$ cat src/rcp_pkg.sv
// Constants for the reset, bus clock and interrupt pin block
package rcp_pkg;
  localparam int unsigned RCP_CLK_HZ = 25_000_000;
  localparam int unsigned RCP_DIV_RATIO = 4;
  localparam logic [1:0] RCP_PHASE_RISE = 2'h1;
  localparam logic [1:0] RCP_PHASE_FALL = 2'h3;
  localparam int unsigned RCP_CLASSIFY_ECYC = 2;
  localparam int unsigned RCP_RESET_HOLD_ECYC = 4;
  localparam logic RCP_IRQ_EDGE_RST = 1'b0;
  localparam logic RCP_XMASK_RST = 1'b1;
  localparam logic RCP_BUSCLK_EN_RST = 1'b1;

  typedef enum logic [1:0] {
    RCP_ST_RUN = 2'b00,
    RCP_ST_DRIVE = 2'b01,
    RCP_ST_SENSE = 2'b10
  } rcp_state_t;
endpackage

$ cat src/rcp_sync.sv
// Two flip-flop synchroniser for pin inputs
`timescale 1ns/1ps
module rcp_sync #(
  parameter int WIDTH = 1,
  parameter logic [WIDTH-1:0] RST_VAL = '1
) (
  input wire logic clk,
  input wire logic rst,
  input wire logic [WIDTH-1:0] d,
  output logic [WIDTH-1:0] q
);
  logic [WIDTH-1:0] meta_q;

  // First stage feeds only the second stage
  always_ff @(posedge clk) begin
    if (rst) begin
      meta_q <= RST_VAL;
      q <= RST_VAL;
    end else begin
      meta_q <= d;
      q <= meta_q;
    end
  end
endmodule

$ cat src/rcp_top.sv
// Reset pin, bus clock output and interrupt pin logic
// Summary of operation
// - Low reset pin initialises all logic
// - Watchdog or clock fault pulls reset low
// - Pin high within two cycles means internal
// - Bus clock is oscillator divided by four
// - Low phase processes, high phase accesses
// - Stop mode halts all clocks
// - Bus clock pin may be disabled single-chip
// - Maskable interrupt accepted asynchronously
// - Option bit selects falling edge or level
// - Maskable input level-sensitive after reset
// - Reset sets nonmaskable mask; clear once only
// - Nonmaskable input is low-level sensitive
`timescale 1ns/1ps
module rcp_top
  import rcp_pkg::*;
#(
  parameter bit BUSCLK_ALWAYS_ON = 1'b0,
  parameter int unsigned CLASSIFY_ECYC = RCP_CLASSIFY_ECYC,
  parameter int unsigned HOLD_ECYC = RCP_RESET_HOLD_ECYC
) (
  input wire logic clk,
  input wire logic rst,
  input wire logic reset_pin_in,
  output logic reset_pin_out,
  output logic reset_pin_oe,
  input wire logic watchdog_monitor_fail,
  input wire logic clock_monitor_fail,
  input wire logic stop_mode,
  input wire logic single_chip_mode,
  input wire logic busclk_disable,
  output logic bus_clk_out,
  output logic access_phase,
  output logic process_phase,
  output logic bus_tick,
  input wire logic irq_n_in,
  input wire logic irq_edge_wr,
  input wire logic irq_edge_val,
  input wire logic irq_ack,
  output logic irq_edge_mode,
  output logic irq_pending,
  input wire logic nonmaskable_irq_in,
  input wire logic xmask_clear,
  output logic xmask,
  output logic nonmaskable_pending,
  output logic sys_reset,
  output logic reset_internal,
  output logic reset_external,
  output logic reset_done
);
  localparam int unsigned CNT_W = 8;
  localparam logic [CNT_W-1:0] CLASSIFY_CNT = CNT_W'(CLASSIFY_ECYC);
  localparam logic [CNT_W-1:0] HOLD_CNT = CNT_W'(HOLD_ECYC);

  logic rst_pin_s;
  logic irq_s;
  logic nonmaskable_irq_in_s;
  logic irq_s_prev_q;
  logic [1:0] div_q;
  rcp_state_t state_q;
  logic [CNT_W-1:0] cnt_q;
  logic any_reset;
  logic irq_fall;
  logic ext_rst_q;

  // Last oscillator cycle of a bus cycle
  function automatic logic is_fall(logic [1:0] phase);
    return phase == RCP_PHASE_FALL;
  endfunction

  rcp_sync #(.WIDTH(1), .RST_VAL(1'b1)) u_sync_rst (
    .clk(clk),
    .rst(rst),
    .d(reset_pin_in),
    .q(rst_pin_s)
  );

  rcp_sync #(.WIDTH(2), .RST_VAL(2'h3)) u_sync_irq (
    .clk(clk),
    .rst(rst),
    .d({irq_n_in, nonmaskable_irq_in}),
    .q({irq_s, nonmaskable_irq_in_s})
  );

  // Bus clock divider, frozen while stopped
  always_ff @(posedge clk) begin
    if (rst || any_reset) begin
      div_q <= 2'h0;
    end else if (!stop_mode) begin
      div_q <= div_q + 2'h1;
    end
  end

  // Output held low while stopped or disabled; low level is the quiet state
  always_ff @(posedge clk) begin
    if (rst || stop_mode) begin
      bus_clk_out <= 1'b0;
    end else if (!BUSCLK_ALWAYS_ON && single_chip_mode && busclk_disable) begin
      bus_clk_out <= 1'b0;
    end else begin
      bus_clk_out <= div_q[1];
    end
  end

  always_ff @(posedge clk) begin
    if (rst) begin
      access_phase <= 1'b0;
    end else begin
      access_phase <= !stop_mode && div_q[1];
    end
  end

  always_ff @(posedge clk) begin
    if (rst) begin
      process_phase <= 1'b0;
    end else begin
      process_phase <= !stop_mode && !div_q[1];
    end
  end

  always_ff @(posedge clk) begin
    if (rst) begin
      bus_tick <= 1'b0;
    end else begin
      bus_tick <= !stop_mode && is_fall(div_q);
    end
  end

  // External reset seen on the pin while not driving it ourselves
  assign any_reset = (!rst_pin_s && state_q == RCP_ST_RUN) || rst;

  // Reset sequencer: drive, release, sense
  always_ff @(posedge clk) begin
    if (rst) begin
      state_q <= RCP_ST_SENSE;
      cnt_q <= '0;
      reset_pin_out <= 1'b0;
      reset_pin_oe <= 1'b0;
      sys_reset <= 1'b1;
      reset_internal <= 1'b0;
      reset_external <= 1'b0;
      reset_done <= 1'b0;
      ext_rst_q <= 1'b1;
    end else begin
      reset_done <= 1'b0;
      case (state_q)
        RCP_ST_RUN: begin
          if (watchdog_monitor_fail || clock_monitor_fail) begin
            state_q <= RCP_ST_DRIVE;
            reset_pin_oe <= 1'b1;
            sys_reset <= 1'b1;
            cnt_q <= '0;
            ext_rst_q <= 1'b0;
          end else if (!rst_pin_s) begin
            state_q <= RCP_ST_SENSE;
            sys_reset <= 1'b1;
            cnt_q <= '0;
            ext_rst_q <= 1'b1;
          end
        end
        RCP_ST_DRIVE: begin
          if (is_fall(div_q)) begin
            if (cnt_q == HOLD_CNT - 8'h01) begin
              state_q <= RCP_ST_SENSE;
              reset_pin_oe <= 1'b0;
              cnt_q <= '0;
            end else begin
              cnt_q <= cnt_q + 8'h01;
            end
          end
        end
        RCP_ST_SENSE: begin
          if (is_fall(div_q)) begin
            if (cnt_q == CLASSIFY_CNT - 8'h01) begin
              // Pin still low after window: external source holds it
              if (rst_pin_s) begin
                state_q <= RCP_ST_RUN;
                sys_reset <= 1'b0;
                reset_done <= 1'b1;
                reset_internal <= !ext_rst_q;
                reset_external <= ext_rst_q;
              end else begin
                ext_rst_q <= 1'b1;
                cnt_q <= CLASSIFY_CNT - 8'h01;
              end
            end else begin
              cnt_q <= cnt_q + 8'h01;
            end
          end
        end
        default: begin
          state_q <= RCP_ST_SENSE;
        end
      endcase
    end
  end

  // Maskable interrupt mode and latch
  always_ff @(posedge clk) begin
    if (rst || sys_reset) begin
      irq_edge_mode <= RCP_IRQ_EDGE_RST;
    end else if (irq_edge_wr) begin
      irq_edge_mode <= irq_edge_val;
    end
  end

  always_ff @(posedge clk) begin
    if (rst) begin
      irq_s_prev_q <= 1'b1;
    end else begin
      irq_s_prev_q <= irq_s;
    end
  end

  assign irq_fall = irq_s_prev_q && !irq_s;

  always_ff @(posedge clk) begin
    if (rst || sys_reset) begin
      irq_pending <= 1'b0;
    end else if (irq_edge_mode) begin
      // New edge wins over acknowledge
      if (irq_fall) begin
        irq_pending <= 1'b1;
      end else if (irq_ack) begin
        irq_pending <= 1'b0;
      end
    end else begin
      irq_pending <= !irq_s;
    end
  end

  // Mask can only be cleared, never set again outside reset
  always_ff @(posedge clk) begin
    if (rst || sys_reset) begin
      xmask <= RCP_XMASK_RST;
    end else if (xmask_clear) begin
      xmask <= 1'b0;
    end
  end

  always_ff @(posedge clk) begin
    if (rst || sys_reset) begin
      nonmaskable_pending <= 1'b0;
    end else begin
      nonmaskable_pending <= !xmask && !nonmaskable_irq_in_s;
    end
  end
endmodule

$ cat config.mk
export PLATFORM = sky130hd
export DESIGN_NAME = rcp_top
export DESIGN_NICKNAME = d
export VERILOG_FILES = /design/src/rcp_pkg.sv /design/src/rcp_sync.sv /design/src/rcp_top.sv
export SDC_FILE = /design/constraint.sdc
export NUM_CORES = 1
export LEC_CHECK = 0
export BUFFER_PORTS_ARGS = -buffer_cell sky130_fd_sc_hd__clkbuf_2
export CAP_MARGIN = 20
export CORE_MARGIN = 2
export CORE_UTILIZATION = 45
export CTS_CLUSTER_SIZE = 10
export DETAILED_ROUTE_END_ITERATION = 12
export PLACE_DENSITY_LB_ADDON = 0.08
export SLEW_MARGIN = 25
export SYNTH_ARGS = -nofsm -noshare
export SYNTH_HDL_FRONTEND = slang
export SYNTH_SLANG_ARGS = --single-unit
$ cat constraint.sdc
create_clock -name clk -period 5.8 [get_ports clk]
set_input_delay 0.29 -clock clk [delete_from_list [all_inputs] [get_ports clk]]
set_output_delay 0.29 -clock clk [all_outputs]
set_load 0.1 [all_outputs]
# Yosys cells after proc, flatten, opt, wreduce, memory -nomap -nowiden
# Index checks and enable logic that the tools add are counted.
totals:
  ff_bits: 33
  latch_bits: 0
  ramBits: 0
  mem_bits_ro: 0
  in_bits: 14
  out_inout_bits: 14
  wordCells: 107
  mem_count: 0
op_classes:
  addsub: 2
  multipliers: 0
  n_div: 0
  order_cmp: 0
  n_eq_ne: 14
  shift: 0
  mux: 35
  bitwise: 3
  n_reduce_logical: 31
ops:
  columns: ["cell", "count"]
  rows:
  - ["$mux 8", 7]
  - ["$pmux 8 s3", 1]
  - ["$mux 1", 16]
  - ["$mux 2", 7]
  - ["$reduce_and 5->1", 2]
  - ["$add 8x1->8 const B", 1]
  - ["$eq 8x1->1 const B", 1]
  - ["$eq 8x2->1 const B", 1]
  - ["$ne 2x2->1 const B", 4]
  - ["$reduce_and 4->1", 2]
  - ["$logic_and 1x1->1", 7]
  - ["$logic_not 1->1", 7]
  - ["$ne 3x3->1 const B", 2]
  - ["$pmux 1 s2", 3]
  - ["$pmux 2 s3", 1]
  - ["$reduce_and 6->1", 1]
  - ["$logic_or 1x1->1", 5]
  - ["$eq 2x2->1 const B", 2]
  - ["$ne 2x1->1 const B", 2]
  - ["$reduce_bool 2->1", 2]
  - ["$reduce_or 4->1", 1]
  - ["$ne 3x2->1 const B", 1]
  - ["$not 1->1", 3]
  - ["$reduce_and 3->1", 1]
  - ["other kinds (5)", 5]

# Logic depth before layout (Yosys ltp)
logic_depth:
  word_depth: 4
  ltp_mapped: 9
  ltp_nobuf: 7

# By module
# Synthesis repeated with hierarchy kept, for this count alone.
unflattened:
  cells_unflattened: 170
  hier_area_um2: 1557.7
by_module_without_submodules:
  columns: ["module", "n_inst", "cells_each", "area_each_um2", "seq_area_each_um2"]
  rows:
  - ["rcp_top", 1, 158, 1400.1, 540.5]
  - ["rcp_sync (u_sync_irq)", 1, 8, 105.1, 80.1]
  - ["rcp_sync (u_sync_rst)", 1, 4, 52.6, 40.0]

# Worst setup path after synthesis
# No wires, ideal clock.
synth_path:
  kind: "reg2reg"
  startpoint: "register state_q[0]"
  endpoint: "register cnt_q[7]"
  setup_ns: 0.074
  arrival_time_ns: 1.860
  t_required_ns: 5.726
  path_slack_ns: 3.866
  stages_incl_launch_ff: 9
  n_path_buf: 1
  synth_period_minus_slack_ns: 1.934
  path_cell_list: "dfxtp_1 > inv_1 > ha_1 > buf_6 > or2_1 > a21oi_2 > nand3_2 > or4_1 > a31oi_1"
synth_between:
  elab_chain_len: 3
  word_cells_on_any_way: 10
  cone_classes: "6 x eq/ne; 1 x mux; 3 x reduce/logical"
synth_lines:
  columns: ["item", "line", "source"]
  rows:
  - ["start: declaration", "rcp_top.sv:61", "rcp_state_t state_q;"]
  - ["start signal: assignment", "rcp_top.sv:136", "state_q <= RCP_ST_SENSE;"]
  - ["start signal: assignment", "rcp_top.sv:150", "state_q <= RCP_ST_DRIVE;"]
  - ["start signal: assignment", "rcp_top.sv:156", "state_q <= RCP_ST_SENSE;"]
  - ["$eq 2x2->1, or another cell as far along", "rcp_top.sv:147", "case (state_q)"]
  - ["$ne 3x3->1 (no source line), or another cell as far along", null, null]
  - ["$reduce_and 5->1 (no source line)", null, null]
  - ["end signal: assignment", "rcp_top.sv:169", "cnt_q <= cnt_q + 8'h01;"]
  - ["end signal: assignment", "rcp_top.sv:185", "cnt_q <= CLASSIFY_CNT - 8'h01;"]
  - ["end signal: assignment", "rcp_top.sv:188", "cnt_q <= cnt_q + 8'h01;"]
  - ["end: declaration", "rcp_top.sv:62", "logic [CNT_W-1:0] cnt_q;"]
# Several ways; a longest one is shown, not always the timed one.
# A chain may end at the register's enable or synchronous reset.

# Final worst setup path
# Ends and elaborated chain as after synthesis.

==> metrics.md <==
| Metric | Value |
|---|---|
| Outcome | `complete, no violations` |
| Clock Tree Buf Depth | `2` |
| Die span in y | `a little over 60 um` |
| Pwr dens | `239 mW/mm^2` |
| Worst R2R Setup Slack | `3.71 ns` |
| GRT Total Usage | `16.3%` |
| Final min period | `between 2 and 2.5 ns` |
| Die W | `62.0 um` |
| Clock sinks | `33` |
| RSZ-0062 raised after global routing | `false` |
| Crit Path Max Fanout | `9` |
| Post-synth EDFFs | `0` |
| Syn Inst Count | `164` |
| Syn Area/Cell | `slightly above 9 um^2` |
| Post-route DRC | `0` |
| Final Wtd Congestion | `0.866` |
| Initial Util | `46.0%` |
| Placed Area | `0.00166 mm^2` |
| Global route overflow | `0` |
| Final std cell area, no fill | `0.00171 mm^2` |
| Most frequent cell after synthesis | `dfxtp_1` |
| Library cells used by synthesis | `47` |
| Fmax | `roughly 0.48 GHz` |
| Final setup vio count | `0` |
| Layout area overhead | `13.1%` |
| Layout cell share with drive strength beyond 1 | `between 20% and 30%` |
| Die ar. | `0.00384 mm^2` |
| Most instantiated cells after synthesis | `33 x dfxtp_1, 15 x nor2_1, 10 x inv_1` |
| Final Total Pwr | `just over 0.4 mW` |
| Maximum Capacitance Violations | `0` |
| Worst Tran Pin Value | `between 0.5 and 0.6 ns` |
| Router iterations before antenna repair | `4` |
| Top cell type's share of synthesized area | `43.7%` |
| Placed Cells | `230` |
| Final WS setup | `3.71 ns` |
| Initial antenna violation count | `0` |
| Post-Layout Cell Count | `around 240` |
| Vias per cell | `5.23` |
| Crit. End Element | `flip-flop` |
| YS warnings | `0` |
| Worst r2r dst | `cnt_q[7]` |
| Synth Flop Type | `dfxtp_1` |
| Num CTS Buffers | `5` |
| Post-Synthesis Cell Area | `between 0.0015 and 0.002 mm^2` |
| Routed Antenna Nets | `0` |
| Hold WC Path Type | `in -> reg` |
| First-pass GRT wire length | `4400 um` |
| Filler instances | `338` |
| DP HPWL | `slightly above 2000 um` |
| #FFs+latches synth | `33` |
| Fin Setup TNS | `0 ns` |
| WS Path Type | `reg -> reg` |
| Number of diodes | `0` |
| Pins over their slew limit | `0` |
| Vias in the first global route | `992` |
| Sequential area share after synthesis | `43.7%` |
| Worst relative slew slack | `between 60% and 70%` |
| CTS tree | `yes` |
| Area leader, netlist | `dfxtp_1` |
| Largest net degree at the start of global routing | `30` |
| Pre-CTS setup slack | `around 3.7 ns` |
| Setup Buffers After CTS | `0` |
| Clk Latency, worst-skew pair | `~0.34 ns` |
| FF-to-FF path depth | `7` |
| Total Wirelength | `2920 um` |
| Final Hold Viols | `0` |
| Initial DRC count | `74` |
| Pleak | `about 0.77 nW` |
| Final period util | `36.1%` |
| Routed len/inst | `between 10 and 15 um` |
| Post-CTS Hold Buffers | `0` |
| Post-synth ARST share | `0%` |
| Max rail drop VDD | `0.140 mV` |
| Clock transition at path regs | `0.11 ns` |
| Req. time, crit path | `6.07 ns` |
| Final Skew | `0.0111 ns` |
| RR Startpoint | `state_q[0]` |
| CP endpoint | `cnt_q[7]` |
| H-Tree Depth | `2` |
| CP Launch Type | `flip-flop` |
| # resized after CTS | `0` |
| Row Count | `21` |
| Final #Nets | `212` |
| Io pins | `28` |
| Top cells by area, synth | `dfxtp_1 44%, ha_1 5.8%, nor2_1 3.7%` |
| Syn nets | `185` |
| CP Launch Point | `state_q[0]` |
| DR vias | `1244` |
| IO Port Bufs | `26` |
| CORE AREA | `0.00328 mm^2` |
| Critical Path AT | `2.36 ns` |
| Hold path start | `busclk_disable` |
| Root buffer cell | `clkbuf_4` |
worst min-delay path by stage:
stage | to | slack (ns) | depth (start not counted)
finish | bus_clk_out | 0.11 | 2
global route | bus_clk_out | 0.1 | 2
CTS | bus_clk_out | 0.11 | 2
detailed placement | nonmaskable_pending | 0.38 | 1
global placement | nonmaskable_pending | 0.37 | 1
floorplan | process_phase | 0.37 | 1
sequential cells by signal, indices dropped and copies added (netlist names), 2 cells and up:
signal and cells:
cnt_q 8, div_q 2, state_q 2, u_sync_irq.meta_q 2, u_sync_irq.q 2
cells in the final DEF (no fill, tap or decap), drive strengths merged:
master	n
o211ai	2
inv	11
nor3b	4
ha	7
mux2i	4
nor3	6
dfxtp	33
nor4	2
xor2	1
a221o	1
o21a	1
a2bb2oi	2
and3	4
a21oi	6
a21o	1
nor2	15
nor2b	1
nand2	9
a31oi	6
a32o	3
and2	2
and4	1
clkbuf	32
a21boi	2
a41oi	1
clkinv	2
o211a	1
or4	2
o22ai	1
nand4	1
or2	9
a41o	1
conb	1
nand3	7
o21ai	10
area by class of cell:
class	instances	area, um^2	area share, %
clock inverters	2	10.0	0.586
repair buffers	26	130	7.61
inverters	11	41.3	2.42
multi-input cells	114	768	44.9
clock buffers	6	41.3	2.42
flip-flops and latches	33	661	38.7
well taps	46	57.6	3.37
where the power goes:
group	internal [mW]	switching (mW)	total, mW
Combinational	0.0142	0.0320	0.0462
Sequential	0.233	0.00476	0.238
Clock	0.0461	0.0785	0.125
Total	0.293	0.115	0.409
worst max-delay path, stage by stage, from the launching register on:
cell     delay (ns)
dfxtp_1        0.40
inv_1          0.08
ha_1           0.30
or2_1          0.27
a21oi_2        0.19
nand3_2        0.14
or4_1          0.48
a31oi_1        0.16
routing by layer:
| metal | global-route usage [%] | wire length (um) | up-vias | share of wire [%] |
|---|---|---|---|---|
| li1 | - | - | 639 | - |
| met1 | 19.9 | 1340 | 566 | 46 |
| met2 | 25.0 | 1360 | 31 | 47 |
| met3 | 4.97 | 152 | 8 | 5.2 |
| met4 | 10.0 | 67 | 0 | 2.3 |
| met5 | 0 | 0 | - | 0 |
stage by stage:
step,hold slack [ns],utilization (%)
finish,0.112,52.0
global route,0.0982,52.0
CTS,0.109,52.0
detailed placement,0.375,50.5
global placement,0.375,50.5
floorplan,0.367,-
cells by family (layout without fill, tap and decap cells):
logic type / count (synthesis) / in the layout / share of synthesized area, %
multiplexers: 4 / 4 / 2.65
buffers and inverters: 17 / 45 / 5.46
XOR/XNOR: 1 / 1 / 0.580
other: 1 / 1 / 0.248
flip-flops: 33 / 33 / 43.7
AO/OA/AOI/OAI: 38 / 38 / 17.8
AND/OR/NAND/NOR: 63 / 63 / 23.8
adder cells (fa/ha/maj): 7 / 7 / 5.79
Note: power is estimated with default switching activity, not from simulation.
